$ cat src/rtl/synth_cfg_pkg.sv
// Constants and types for the synthesizer configuration register bank
package synth_cfg_pkg;
   localparam logic [7:0] off_refdiv_and_out1_ctrl = 8'h18;
   localparam logic [7:0] off_feedback_int_div_high = 8'h19;
   localparam logic [7:0] off_feedback_int_div_low = 8'h1a;
   localparam logic [7:0] off_frac_numerator_top = 8'h1b;
   localparam logic [7:0] off_frac_numerator_mid = 8'h1c;
   localparam logic [7:0] off_frac_numerator_bottom = 8'h1d;
   localparam logic [7:0] off_frac_denominator_top = 8'h1e;
   localparam logic [7:0] off_frac_denominator_mid = 8'h1f;
   localparam logic [7:0] off_frac_denominator_bottom = 8'h20;
   localparam logic [7:0] off_modulator_ctrl = 8'h21;
   localparam logic [7:0] off_synth_ctrl_doubler_pump = 8'h22;

   localparam int pos_second_output_float = 4;
   localparam int pos_ref_predivide_sel = 0;
   localparam int pos_dither_lsb = 2;
   localparam int pos_order_lsb = 0;
   localparam int pos_doubler = 5;
   localparam int pos_ctrl0_spare_lsb = 6;
   localparam int pos_pump_lsb = 0;

   localparam logic rst_second_output_float = 1'b1;
   localparam logic rst_ref_predivide_sel = 1'b0;
   localparam logic [3:0] rst_int_div_high = 4'h0;
   localparam logic [7:0] rst_int_div_low = 8'h32;
   localparam logic [5:0] rst_frac_top = 6'h00;
   localparam logic [7:0] rst_frac_byte = 8'h00;
   localparam logic [1:0] rst_dither = 2'h3;
   localparam logic [1:0] rst_order = 2'h0;
   localparam logic rst_doubler = 1'b1;
   localparam logic [1:0] rst_ctrl0_spare = 2'h0;
   localparam logic [3:0] rst_pump = 4'h8;

   localparam logic [3:0] pump_code_low = 4'h4;
   localparam logic [3:0] pump_code_high = 4'h8;

   typedef enum logic [1:0] {dither_weak = 2'h0, dither_off = 2'h3} dither_type;
   typedef enum logic [1:0] {order_integer = 2'h0, order_third = 2'h3} order_type;

   typedef struct packed {
      logic ref_predivide_sel;
      logic [11:0] feedback_integer_div;
      logic [21:0] frac_numerator;
      logic [21:0] frac_denominator;
      logic [1:0] modulator_dither_sel;
      logic [1:0] modulator_order;
      logic doubler_en;
      logic [3:0] pump_current_sel;
   } synth_config_type;
endpackage : synth_cfg_pkg

$ cat src/rtl/pll_divider_config_regs.sv
// Byte-wide configuration register bank feeding the fractional-N synthesizer
`timescale 1ns/10ps
module pll_divider_config_regs
   import synth_cfg_pkg::*;
(
   input wire logic clock,
   input wire logic sys_rst,
   input wire logic [7:0] reg_addr,
   input wire logic reg_wr,
   input wire logic [7:0] reg_wdata,
   input wire logic reg_rd,
   output logic [7:0] reg_rdata,
   output logic reg_rvalid,
   output logic second_output_float,
   output logic out1_oe,
   output synth_config_type synth_config
);

   logic ref_predivide_sel;
   logic [3:0] int_div_high;
   logic [7:0] int_div_low;
   logic [5:0] num_top;
   logic [7:0] num_mid;
   logic [7:0] num_bot;
   logic [21:0] num_live;
   logic [5:0] den_top;
   logic [7:0] den_mid;
   logic [7:0] den_bot;
   logic [1:0] dither_sel;
   logic [1:0] order_sel;
   logic doubler_en;
   logic [1:0] ctrl0_spare;
   logic [3:0] pump_sel;
   logic [7:0] next_rdata;

   // One write strobe per register, decoded once so the update processes cannot disagree on the map
   logic ctrl_write;
   logic int_high_write;
   logic int_low_write;
   logic num_top_write;
   logic num_mid_write;
   logic num_bot_write;
   logic den_top_write;
   logic den_mid_write;
   logic den_bot_write;
   logic modulator_write;
   logic synth_ctrl_write;

   // Unmapped offsets raise no strobe, so such writes are ignored
   always_comb begin
      ctrl_write = 1'b0;
      int_high_write = 1'b0;
      int_low_write = 1'b0;
      num_top_write = 1'b0;
      num_mid_write = 1'b0;
      num_bot_write = 1'b0;
      den_top_write = 1'b0;
      den_mid_write = 1'b0;
      den_bot_write = 1'b0;
      modulator_write = 1'b0;
      synth_ctrl_write = 1'b0;
      if (reg_wr) begin
         if (reg_addr == off_refdiv_and_out1_ctrl) begin
            ctrl_write = 1'b1;
         end else if (reg_addr == off_feedback_int_div_high) begin
            int_high_write = 1'b1;
         end else if (reg_addr == off_feedback_int_div_low) begin
            int_low_write = 1'b1;
         end else if (reg_addr == off_frac_numerator_top) begin
            num_top_write = 1'b1;
         end else if (reg_addr == off_frac_numerator_mid) begin
            num_mid_write = 1'b1;
         end else if (reg_addr == off_frac_numerator_bottom) begin
            num_bot_write = 1'b1;
         end else if (reg_addr == off_frac_denominator_top) begin
            den_top_write = 1'b1;
         end else if (reg_addr == off_frac_denominator_mid) begin
            den_mid_write = 1'b1;
         end else if (reg_addr == off_frac_denominator_bottom) begin
            den_bot_write = 1'b1;
         end else if (reg_addr == off_modulator_ctrl) begin
            modulator_write = 1'b1;
         end else if (reg_addr == off_synth_ctrl_doubler_pump) begin
            synth_ctrl_write = 1'b1;
         end
      end
   end

   // Control register at 0x18; bits [7:5] and [3:1] hold nothing
   always_ff @(posedge clock or posedge sys_rst) begin
      if (sys_rst) begin
         second_output_float <= rst_second_output_float;
         ref_predivide_sel <= rst_ref_predivide_sel;
      end else if (ctrl_write) begin
         second_output_float <= reg_wdata[pos_second_output_float];
         ref_predivide_sel <= reg_wdata[pos_ref_predivide_sel];
      end
   end

   // Pin driver turns off one cycle after the float bit is set
   always_ff @(posedge clock or posedge sys_rst) begin
      if (sys_rst) begin
         out1_oe <= 1'b0;
      end else begin
         out1_oe <= ~second_output_float;
      end
   end

   always_ff @(posedge clock or posedge sys_rst) begin
      if (sys_rst) begin
         int_div_high <= rst_int_div_high;
         int_div_low <= rst_int_div_low;
      end else begin
         if (int_high_write) begin
            int_div_high <= reg_wdata[3:0];
         end else if (int_low_write) begin
            int_div_low <= reg_wdata;
         end
      end
   end

   // Staged numerator bytes; only the bottom-byte write commits all three
   always_ff @(posedge clock or posedge sys_rst) begin
      if (sys_rst) begin
         num_top <= rst_frac_top;
         num_mid <= rst_frac_byte;
         num_bot <= rst_frac_byte;
         num_live <= {rst_frac_top, rst_frac_byte, rst_frac_byte};
      end else begin
         if (num_top_write) begin
            num_top <= reg_wdata[5:0];
         end else if (num_mid_write) begin
            num_mid <= reg_wdata;
         end else if (num_bot_write) begin
            num_bot <= reg_wdata;
            num_live <= {num_top, num_mid, reg_wdata};
         end
      end
   end

   // Denominator goes live byte by byte; it is set while the loop is idle
   always_ff @(posedge clock or posedge sys_rst) begin
      if (sys_rst) begin
         den_top <= rst_frac_top;
         den_mid <= rst_frac_byte;
         den_bot <= rst_frac_byte;
      end else begin
         if (den_top_write) begin
            den_top <= reg_wdata[5:0];
         end else if (den_mid_write) begin
            den_mid <= reg_wdata;
         end else if (den_bot_write) begin
            den_bot <= reg_wdata;
         end
      end
   end

   // Reserved codes are stored as written; the modulator treats them as unsupported
   always_ff @(posedge clock or posedge sys_rst) begin
      if (sys_rst) begin
         dither_sel <= rst_dither;
         order_sel <= rst_order;
      end else if (modulator_write) begin
         dither_sel <= reg_wdata[pos_dither_lsb +: 2];
         order_sel <= reg_wdata[pos_order_lsb +: 2];
      end
   end

   // A reserved pump code would drive an undefined current, so it is dropped
   always_ff @(posedge clock or posedge sys_rst) begin
      if (sys_rst) begin
         doubler_en <= rst_doubler;
         ctrl0_spare <= rst_ctrl0_spare;
         pump_sel <= rst_pump;
      end else if (synth_ctrl_write) begin
         doubler_en <= reg_wdata[pos_doubler];
         ctrl0_spare <= reg_wdata[pos_ctrl0_spare_lsb +: 2];
         if (reg_wdata[pos_pump_lsb +: 4] == pump_code_low || reg_wdata[pos_pump_lsb +: 4] == pump_code_high) begin
            pump_sel <= reg_wdata[pos_pump_lsb +: 4];
         end
      end
   end

   always_comb begin
      next_rdata = 8'h00;
      if (reg_addr == off_refdiv_and_out1_ctrl) begin
         next_rdata[pos_second_output_float] = second_output_float;
         next_rdata[pos_ref_predivide_sel] = ref_predivide_sel;
      end else if (reg_addr == off_feedback_int_div_high) begin
         next_rdata = {4'h0, int_div_high};
      end else if (reg_addr == off_feedback_int_div_low) begin
         next_rdata = int_div_low;
      end else if (reg_addr == off_frac_numerator_top) begin
         next_rdata = {2'h0, num_top};
      end else if (reg_addr == off_frac_numerator_mid) begin
         next_rdata = num_mid;
      end else if (reg_addr == off_frac_numerator_bottom) begin
         next_rdata = num_bot;
      end else if (reg_addr == off_frac_denominator_top) begin
         next_rdata = {2'h0, den_top};
      end else if (reg_addr == off_frac_denominator_mid) begin
         next_rdata = den_mid;
      end else if (reg_addr == off_frac_denominator_bottom) begin
         next_rdata = den_bot;
      end else if (reg_addr == off_modulator_ctrl) begin
         next_rdata = {4'h0, dither_sel, order_sel};
      end else if (reg_addr == off_synth_ctrl_doubler_pump) begin
         next_rdata = {ctrl0_spare, doubler_en, 1'b0, pump_sel};
      end
   end

   always_ff @(posedge clock or posedge sys_rst) begin
      if (sys_rst) begin
         reg_rdata <= 8'h00;
         reg_rvalid <= 1'b0;
      end else begin
         reg_rvalid <= reg_rd;
         if (reg_rd) begin
            reg_rdata <= next_rdata;
         end
      end
   end

   // Synthesizer sees settings one cycle after the register update
   always_ff @(posedge clock or posedge sys_rst) begin
      if (sys_rst) begin
         synth_config <= '{ref_predivide_sel: rst_ref_predivide_sel,
                           feedback_integer_div: {rst_int_div_high, rst_int_div_low},
                           frac_numerator: {rst_frac_top, rst_frac_byte, rst_frac_byte},
                           frac_denominator: {rst_frac_top, rst_frac_byte, rst_frac_byte},
                           modulator_dither_sel: rst_dither,
                           modulator_order: rst_order,
                           doubler_en: rst_doubler,
                           pump_current_sel: rst_pump};
      end else begin
         synth_config.ref_predivide_sel <= ref_predivide_sel;
         synth_config.feedback_integer_div <= {int_div_high, int_div_low};
         synth_config.frac_numerator <= num_live;
         synth_config.frac_denominator <= {den_top, den_mid, den_bot};
         synth_config.modulator_dither_sel <= dither_sel;
         synth_config.modulator_order <= order_sel;
         synth_config.doubler_en <= doubler_en;
         synth_config.pump_current_sel <= pump_sel;
      end
   end

endmodule : pll_divider_config_regs

$ cat config.mk
export PLATFORM = sky130hd
export DESIGN_NAME = pll_divider_config_regs
export DESIGN_NICKNAME = d
export VERILOG_FILES = /design/src/rtl/synth_cfg_pkg.sv /design/src/rtl/pll_divider_config_regs.sv
export SDC_FILE = /design/constraint.sdc
export NUM_CORES = 1
export LEC_CHECK = 0
export ABC_AREA = 1
export ABC_CLOCK_PERIOD_IN_PS = 6900
export BUFFER_PORTS_ARGS = -buffer_cell sky130_fd_sc_hd__buf_2
export CAP_MARGIN = 0
export CORE_MARGIN = 3
export CORE_UTILIZATION = 25
export DETAILED_ROUTE_END_ITERATION = 6
export PLACE_DENSITY_LB_ADDON = 0.12
export SETUP_SLACK_MARGIN = 0.5
export SLEW_MARGIN = 20
export SYNTH_ARGS = -nofsm -noshare
export SYNTH_HDL_FRONTEND = slang
export SYNTH_SLANG_ARGS = --single-unit
$ cat constraint.sdc
create_clock -name clock -period 6.9 [get_ports clock]
set_input_delay 0.69 -clock clock [delete_from_list [all_inputs] [get_ports clock]]
set_output_delay 0.69 -clock clock [all_outputs]
set_load 0.005 [all_outputs]
==> results of run 1 <==
kinds of logic after synthesis:
| family | Yosys count |
|---|---|
| and+or+nand+nor | 227 |
| muxes | 9 |
| DFF | 159 |
| AOI/OAI and AO/OA | 100 |
| buffers and inverters | 71 |
sequential cells by signal (all words and copies together), names as in the netlist, 6 cells and up:
register,flops
num_top,6
den_mid,8
num_mid,8
num_live,15
num_bot,7
int_div_low,8
den_top,6
reg_rdata,8
synth_config,66
den_bot,8
metrics by stage:
| step | worst slack, ps | util, % | cell area [um^2] | hold WS, ps | total power [mW] |
|---|---|---|---|---|---|
| 2_1_floorplan | 1943 | - | 5877 | 348.6 | 1.048 |
| 3_3_place_gp | 4411 | 29.24 | 6680 | 366.7 | 1.101 |
| 3_5_place_dp | 4395 | 29.24 | 6680 | 362.4 | 1.102 |
| 4_1_cts | 4848 | 31.67 | 7236 | 376.0 | 1.993 |
| 5_1_grt | 4640 | 31.67 | 7236 | 385.2 | 2.045 |
| 6_report | 4866 | 31.67 | 7236 | 373.7 | 1.957 |
power by group:
group / switching [mW] / internal [mW]
Sequential: 0.0238 / 0.969
Clock: 0.403 / 0.472
Combinational: 0.0619 / 0.0265
cells in the final DEF, fill, tap and decap left out, types with 2 or more instances in the layout:
| cell type | n |
|---|---|
| nand2_1 | 165 |
| dfrtp_1 | 144 |
| buf_2 | 96 |
| o21ai_0 | 84 |
| inv_1 | 52 |
| nor2_1 | 26 |
| nand3_1 | 20 |
| clkbuf_16 | 17 |
| dfstp_2 | 15 |
| a21oi_1 | 11 |
| nand4_1 | 6 |
| inv_6 | 6 |
| mux2_2 | 5 |
| mux2_4 | 4 |
| clkinv_4 | 4 |
| inv_2 | 2 |
| or2_2 | 2 |
| o22ai_1 | 2 |
| clkinvlp_4 | 2 |
layer usage:
metal / global-route usage, % / wire length (um) / share of wire [%]
met5: 0 / 7 / 0.042
met4: 4.218 / 248 / 1.5
met3: 4.084 / 912 / 5.5
met2: 20.00 / 7546 / 46
met1: 18.10 / 7781 / 47
area by class of cell:
type	instances	area share, %
clock buffers	18	5.931
clock inverters	14	1.746
inverters	57	3.061
multi-input cells	336	21.86
flip-flops and latches	159	55.25
well taps	313	5.412
repair buffers	97	6.744
path summary, 6_finish.rpt:
| path | start | endpoint | slack (ps) |
|---|---|---|---|
| max reg2reg | order_sel[1] | reg_rdata[1] | 5410 |
| min reg2reg | num_live[17] | synth_config[48] | 370 |
| max | reg_addr[6] | int_div_low[3] | 4870 |
| min | num_live[17] | synth_config[48] | 370 |
| max in group asynchronous | sys_rst | num_mid[6] | 5020 |
| min in group asynchronous | sys_rst | synth_config[44] | 410 |
==> metrics.txt, run 1 <==
outcome=finished clean; Setup-failing EPs final=0; fin crit period=2034 ps; Power Dens Cells=270.5 nW/um^2; RSZ-0062 raised after global routing=no; WP buf/inv=3; Filler Cells Inserted=2408; setup TNS=0 ps; drt pass-1 iters=4; Synth Area in Compound Gates=8.686%; vias=between 4k and 5k; crit path max fanout=16; fmax=491.6 MHz; top cell type's share of synthesized area=61.32%; clk buf depth=2; largest net degree at the start of global routing=91; initial antenna violation count=1; EDFF count, synth=0; Hold Path Depth=0; Worst Setup End Kind=register; Initial Util=25.72%; Worst Skew=10.03 ps; Data arrival, critical path=2310 ps; layout cells sized above 1=about a quarter; Top FF cell, synth=dfrtp_1; Die W=159.3 um; CTS root buf=clkbuf_16; max-cap viol count=0; largest family of logic cells by synthesized area=simple AND/OR/NAND/NOR gates; clk slew on worst S/H paths=60 ps; first-pass GRT wire length=roughly 26000 um; post-synthesis simple-gate area fraction=~16%; Crit. path cell count=9; die area=25380 um^2; Cell Count, Final, Fillers Out=994; dominant cells by area after synthesis=dfrtp_1 (61%), nand2_1 (11%), o21ai_0 (7.2%), dfstp_2 (6.7%), inv_1 (3.4%); count of final hold-check violations=0; Worst EP required=around 7200 ps; synth cell count leaders=nand2_1 (165), dfrtp_1 (144), o21ai_0 (84), inv_1 (53), nor2_1 (26); sequential element share of the synthesized area=between 60 and 70%; Max stage delay on crit path=340 ps; num ports=97; die height=159.3 um; Cell variety after synth=30; Multi-input gate area=1582 um^2; CP Cell Sequence=buf_2 > inv_1 > nand2_1 > nor2_4 > nand3_1 > inv_1 > nand4_4 > nand2_1 > o21ai_0; Post-CTS Hold Buffers=0; post-synthesis adder-cell area fraction=0%; post-DP HPWL=11650 um; Worst path slowest cell=inv_1; GRT Util Overall=13.20%; Layout area overhead=23.12%; port bufs=96; CP delay by family, top=simple AND/OR/NAND/NOR gates; XOR/XNOR Fraction of Synth Area=0%; # rows=55; Placed Cells=~960; CTS Buf Count=17; cell taking the most area after synthesis=dfrtp_1; Max IR drop VDD=138.8 uV; Post-Synthesis Cell Area=5877 um^2; syn_nets=586; cell with the most instances after synthesis=nand2_1; Seq cells post-synth=159; Slew Limit Headroom=40.27%; Storage cell area=3998 um^2; setup bufs post-CTS=0; final worst-path cycle share=29.48%; Reg2Reg Depth=8; drt initial violations=226; drt total wl=around 16000 um; Resized Gates After CTS=0; Ys Warns=0; via/cell ratio=around 4.2; final net count=688; TritonCTS Sinks=159; CP Class=primary input to register; Leak=3.776 nW; Worst Tran Pin Value=about 900 ps; final slew viol count=0; vias in the first global route=4368; antenna cell count=0; Startpoint Class=primary input; Post-DRT Antenna Nets=0; post-detailed-route wirelength per cell=~17 um; Synth Area per Inst=10.38 um^2; H-tree levels=4; asr flop ratio synth=100.0%; Hold Crit Class=register to register; multiplexer share of the synthesized area=1.980%; grt ovf=0; CTS tree=done; Cells after Synth=566; Core Region=~23000 um^2; GPL Wtd Cong=0.7969; clock latency at the later pin of the worst-skew pair=430 ps; Post-route DRC=0
(Power assumes the default switching activity.)
==> inputs of run 2 (changes only) <==
ABC_AREA = 0   (was 1)
ABC_CLOCK_PERIOD_IN_PS = 1900   (was 6900)
clock period = 1.9 ns   (was 6.9 ns; I/O delays follow)
==> run 2 against run 1 <==
Clock skew increased by 2.3 ps. Power grew to 3.9 times the previous value. Design area up 15%. Flip-flop and latch count stayed put. Final cell count fell by 11%. Synthesized cell count down 26%. Core utilization up 3.4 points. Sequential share of layout area shrank 7.1 points. Largest power group unchanged.
==> metrics.txt, run 2 <==
Clock power frac=45.4% (+0.7 points); Cell Count, Final, Fillers Out=886 (-11%); CTS root buf=clkbuf_16; total power=7.591 mW (+290%); final slew viol count=0 (unchanged); antenna cell count=0 (unchanged); top cell type's share of synthesized area=59.13% (-2.2 points); WP buf/inv=0 (-3); clk buf depth=2 (unchanged); Filler Cells Inserted=2364 (-1.8%); Worst Setup End Kind=register; Worst EP required=2220 ps (-4960 ps); die area=26290 um^2 (+3.6%); Worst Slack Setup Final=404.9 ps (-4461 ps); Initial Util=25.73% (about the same); cell with the most instances after synthesis=dfrtp_1; Cells after Synth=420 (-26%); max reg flops=66 (unchanged); layout cells sized above 1=54.85% (+31 points); die height=162.1 um (+1.8%); synth cell count leaders=dfrtp_1 (144), mux2_2 (83), dfstp_2 (15), o21ai_0 (15); CTS tree=done; crit path max fanout=2 (-14); Die W=162.1 um (+1.8%); sequential power share=47.6% (-3.2 points); Setup crit end=reg_rdata[0]; Min Hold Slack=104.1 ps (-269.6 ps); final net count=574 (-17%); R2R Setup Slk=400 ps (-5010 ps); dominant cells by area after synthesis=dfrtp_1 (59%), mux2_2 (15%), dfstp_2 (6.5%), mux2i_1 (1.3%), o21ai_0 (1.2%); H-tree levels=4 (unchanged); final instance area=8297 um^2 (+15%); via/cell ratio=4.389 (+3.8%); grt ovf=0 (unchanged); Startpoint Class=register; Post-Synthesis Cell Area=6095 um^2 (+3.7%); Ys Warns=0 (unchanged); Max IR drop VDD=396.8 uV (+190%); Multi-input gate area=2238 um^2 (+42%); num ports=97 (unchanged); asr flop ratio synth=100.0% (unchanged); Worst Tran Pin Value=521.5 ps (-374.4 ps); first-pass GRT wire length=26370 um (+2.3%); post-DP HPWL=12010 um (+3.1%); Finished Core Util=35.03% (+3.4 points); CP Class=register to register; sequential element share of the synthesized area=65.59% (-2.4 points); Gate power share=7.0% (+2.5 points); largest registers=synth_config x66, num_live x15; Synth Area per Inst=14.51 um^2 (+40%); P_int=5.756 mW (+290%); most common library cell in the layout ignoring fill and taps=dfrtp_1; RSZ-0062 raised after global routing=yes; Max stage delay on crit path=500 ps (+160 ps); syn_nets=440 (-25%); # rows=56 (+1.8%); clock latency at the later pin of the worst-skew pair=430 ps (about the same); clk slew on worst S/H paths=70 ps (about the same); Seq cells post-synth=159 (unchanged); Worst path slowest cell=mux4_2; Sw Share=24.18% (-0.80 points); initial antenna violation count=0 (-1); post-place setup slack=-117.3 ps (-4512 ps); setup TNS=0 ps (unchanged); Crit. path cell count=4 (-5); largest net degree at the start of global routing=54 (-41%); Placed Cells=838 (-13%); Core Region=23680 um^2 (+3.7%); fin crit period=1495 ps; Top FF cell, synth=dfrtp_1; final worst-path cycle share=78.69%; TritonCTS Sinks=159 (unchanged); Power Dens Cells=915.0 nW/um^2 (+240%); worst flop-to-flop path startpoint=den_top[0]; max-cap viol count=0 (unchanged); Post-DRT Antenna Nets=0 (unchanged); drt initial violations=162 (-28%); GRT Util Overall=13.40% (+0.21 points); vias=3889 (-7.5%); Largest Register=synth_config; vias in the first global route=4151 (-5.0%); GPL Wtd Cong=0.7979 (+0.13%); Critical Path Start=den_top[0]; Leak=4.040 nW (+7.0%); cell taking the most area after synthesis=dfrtp_1; CTS Buf Count=17 (unchanged); Net Switching=1.836 mW (+280%); Setup-failing EPs final=0 (unchanged); Layout area overhead=36.13%; count of final hold-check violations=0 (unchanged); drt pass-1 iters=5 (+1); Data arrival, critical path=1810 ps (-500 ps); EDFF count, synth=0 (unchanged); most frequent cells in the layout=dfrtp_1 (143), buf_2 (93), mux2_4 (46), mux2_2 (37), buf_4 (29); Storage cell area=3999 um^2 (about the same); Worst Skew=12.30 ps (+2.265 ps); CP delay by family, top=multiplexers; post-detailed-route wirelength per cell=19.35 um (+17%); Post-DP Area=7418 um^2 (+11%); outcome=finished clean; port bufs=96 (unchanged); worst reg2reg endpoint=reg_rdata[0]; CP Cell Sequence=mux4_2 > a211oi_2 > o211ai_1 > o211a_1; Post-route DRC=0 (unchanged); Reg2Reg Depth=4 (-4); Slew Limit Headroom=65.16% (+25 points); drt total wl=17150 um (+3.9%); Hold Crit Class=primary input to register; Cell variety after synth=54 (+80%); fmax=roughly 670 MHz
==> run 2: cell types whose count changed in the layout (fill, tap and decap cells not counted), sizes merged, moves of 5 or more <==
cell / before / now
nor2b: 0 / 6
o21ai: 84 / 15
nor2: 28 / 10
inv: 62 / 8
nor4: 0 / 5
a22oi: 0 / 6
nand2: 167 / 13
mux2: 9 / 83
buf: 97 / 141
a211oi: 0 / 6
nand2b: 0 / 5
nand3: 20 / 8
mux2i: 0 / 8
==> run 2: worst min path at each step <==
stage / from / slack (ps) / end / cells past startpoint
3_5_place_dp: sys_rst / 260 / synth_config[45] / 2
2_1_floorplan: reg_rd / 220 / reg_rvalid / 0
3_3_place_gp: sys_rst / 260 / synth_config[45] / 2
5_1_grt: reg_rd / 100 / reg_rvalid / 1
4_1_cts: reg_rd / 90 / reg_rvalid / 1
6_report: reg_rd / 100 / reg_rvalid / 1
==> run 2: cell families after synthesis <==
family | Yosys count | share of synthesized area, %
AO/OA/AOI/OAI | 64 | 7.165
XOR/XNOR | 1 | 0.1437
buffers and inverters | 35 | 2.792
flip-flops | 159 | 65.59
multiplexers | 93 | 17.39
AND/OR/NAND/NOR | 68 | 6.919
==> run 2: per-layer routing <==
metal | up-vias | GRT usage [%] | share of wire (%)
li1 | 1783 | - | -
met1 | 2005 | 19.08 | 49
met2 | 90 | 20.69 | 47
met3 | 11 | 2.346 | 2.7
met4 | 0 | 4.575 | 1.2
met5 | - | 0 | 0
==> run 2: cell type report <==
type,count,area share [%]
Clock buffer,18,5.293
Clock inverter,14,1.885
Inverter,6,0.3469
Multi-Input combinational cell,226,26.98
Sequential cell,159,48.20
Tap cell,319,4.811
Timing Repair Buffer,144,12.49
==> run 2: worst reg2reg max path: cells and delay by family, from the launching register on <==
family         cells  cell delay, ps
AO/OA/AOI/OAI      3             500
flip-flops         1             400
multiplexers       1             500
==> run 2: what timing repair did <==
action                                 CTS  global route
setup endpoints to repair               66            82
pin swaps                                9             5
endpoints found under the hold margin   16             0
buffers inserted                        11             2
resized for setup                        9            19
cloned                                   0             2
hold buffers                             1             0
==> run 2: power by group through the flow <==
stage / sequential, mW / clock [mW] / combinational [mW]
2_1_floorplan: 3.64 / 0 / 0.282
3_3_place_gp: 3.68 / 0 / 0.498
3_5_place_dp: 3.68 / 0 / 0.502
4_1_cts: 3.62 / 3.55 / 0.531
5_1_grt: 3.63 / 3.71 / 0.588
6_report: 3.61 / 3.45 / 0.532
==> inputs of run 3 (changes only) <==
ABC_CLOCK_PERIOD_IN_PS = 1300   (was 1900)
clock period = 1.3 ns   (was 1.9 ns; I/O delays follow)
==> run 3 against run 2 <==
The run now ends with negative hold slack, negative setup slack left. Die area unchanged. Global-route usage increased by 0.42 points. Highest routed layer unchanged. Flip-flop and latch count unchanged. Clock power rose by 54%. Routed wire length rose by 0.30%.
==> metrics.txt, run 3 (synthesis results as in run 2) <==
outcome=finished, violations left; failing checks=negative hold slack, negative setup slack; Most Crowded Layer GR=met2; Initial Util=25.73% (unchanged); CTS Buf Count=17 (unchanged); Multi-input gate area=2347 um^2 (+4.9%); Layout area overhead=47.28%; Worst Skew=15.38 ps (+3.082 ps); drt initial violations=223 (+38%); Worst Slack Setup Final=-198.1 ps (-602.9 ps); crit path max fanout=2 (unchanged); port bufs=96 (unchanged); clock latency at the later pin of the worst-skew pair=430 ps (about the same); Worst EP required=1610 ps (-610 ps); # rows=56 (unchanged); via/cell ratio=4.307 (-1.9%); setup TNS=-5364 ps (-5364 ps); clk slew on worst S/H paths=70 ps (about the same); met3 Track Usage GR=2.729% (+0.38 points); Post-DRT Antenna Nets=0 (unchanged); clk buf depth=2 (unchanged); Finished Core Util=37.90% (+2.9 points); CTS root buf=clkbuf_16; max-cap viol count=0 (unchanged); final worst-path cycle share=115.2% (+37 points); first-pass GRT wire length=27410 um (+3.9%); layout cells sized above 1=59.22% (+4.4 points); Leak=4.407 nW (+9.1%); Min Hold Slack=-252.1 ps (-356.3 ps); antenna cell count=0 (unchanged); most frequent cells in the layout=dfrtp_1 (144), buf_2 (89), buf_4 (66), mux2_4 (58), mux2_2 (25); met1 usage=18.93% (-0.14 points); Startpoint Class=register; drt pass-1 iters=4 (-1); final slew viol count=0 (unchanged); vias in the first global route=4481 (+7.9%); Largest Register=synth_config; largest registers=synth_config x66, num_live x15; die area=26290 um^2 (unchanged); post-DP HPWL=12330 um (+2.7%); die height=162.1 um (unchanged); GRT Util Overall=13.82% (+0.42 points); initial antenna violation count=0 (unchanged); post-detailed-route wirelength per cell=18.35 um (-5.2%); Die W=162.1 um (unchanged); count of final hold-check violations=9 (+9); GPL Wtd Cong=0.8275 (+3.7%); Power Dens Cells=1285 nW/um^2 (+40%); Post-route DRC=0 (unchanged); num ports=97 (unchanged); CTS tree=done; Worst Setup End Kind=register; Post-CTS Hold Buffers=1 (unchanged); max reg flops=66 (unchanged); fin crit period=1498 ps (+2.936 ps); H-tree levels=4 (unchanged); Data arrival, critical path=1810 ps (about the same); fmax=667.5 MHz (-0.20%); grt ovf=0 (unchanged); largest net degree at the start of global routing=42 (-22%); Setup-failing EPs final=68 (+68); Worst Tran Pin Value=512.0 ps (-9.574 ps); final net count=625 (+8.9%); vias=4036 (+3.8%); Filler Cells Inserted=2308 (-2.4%); RSZ-0062 raised after global routing=yes; most common library cell in the layout ignoring fill and taps=dfrtp_1; Max IR drop VDD=552.4 uV (+39%); Storage cell area=3998 um^2 (about the same); post-place setup slack=-624.8 ps (-507.5 ps); Slew Limit Headroom=65.80% (+0.64 points); Hold Crit Class=primary input to async pin; CP Class=register to register; TritonCTS Sinks=159 (unchanged); Core Region=23680 um^2 (unchanged); met2 Use GR=22.07% (+1.4 points); drt total wl=17200 um (+0.30%)
run 3: layout make-up:
cell class	instances	area share, %
flip-flops and latches	159	44.54
multi-input cells	226	26.15
repair buffers	195	17.49
clock buffers	22	5.283
well taps	319	4.447
clock inverters	10	1.770
inverters	6	0.3206
run 3: repair_timing:
item | in CTS | in global routing
setup buffers | 6 | 7
resized for setup | 45 | 18
setup endpoints to repair | 168 | 168
cloned | 2 | 0
endpoints found under the hold margin | 10 | 9
pin swaps | 22 | 10
run 3: power breakdown:
part           switching, mW  internal, mW  leakage (nW)  total (mW)
registers              0.121          5.15          2.14        5.27
logic                  0.468         0.467          1.96       0.936
clock network           1.97          3.37         0.307        5.33
total                   2.56          8.98          4.41        11.5
run 3: per-stage QoR:
stage	power [mW]	instance area, um^2	instances	hold WS (ps)
2_1_floorplan	5.747	6452	420	161.4
3_3_place_gp	6.237	7890	889	201.7
3_5_place_dp	6.244	7890	889	196.3
4_1_cts	11.70	8828	930	-259.7
5_1_grt	12.04	8976	937	-249.8
6_report	11.54	8976	937	-252.1
run 3: worst paths after layout:
check / startpoint / to / slack (ps) / cells past startpoint
max: den_top[2] / reg_rdata[2] / -200 / 4
min: sys_rst / num_top[2] / -250 / 2
min in group clock: reg_wdata[7] / den_bot[7] / 80 / 2
min reg2reg: int_div_low[4] / synth_config[57] / 380 / 0
max in group asynchronous: sys_rst / synth_config[57] / 920 / 3
max reg2reg: den_top[2] / reg_rdata[2] / -200 / 4
run 3: layer usage:
metal,wire [um],vias up
met5,0,-
met4,186,0
met3,509,12
met2,8200,77
met1,8301,2055
li1,-,1892
run 3: worst max-delay path, cell delays in order, from the launching register on:
cell and delay (ps):
dfrtp_1 390, mux4_2 500, a211oi_2 220, nor2_1 60
o221a_2 220
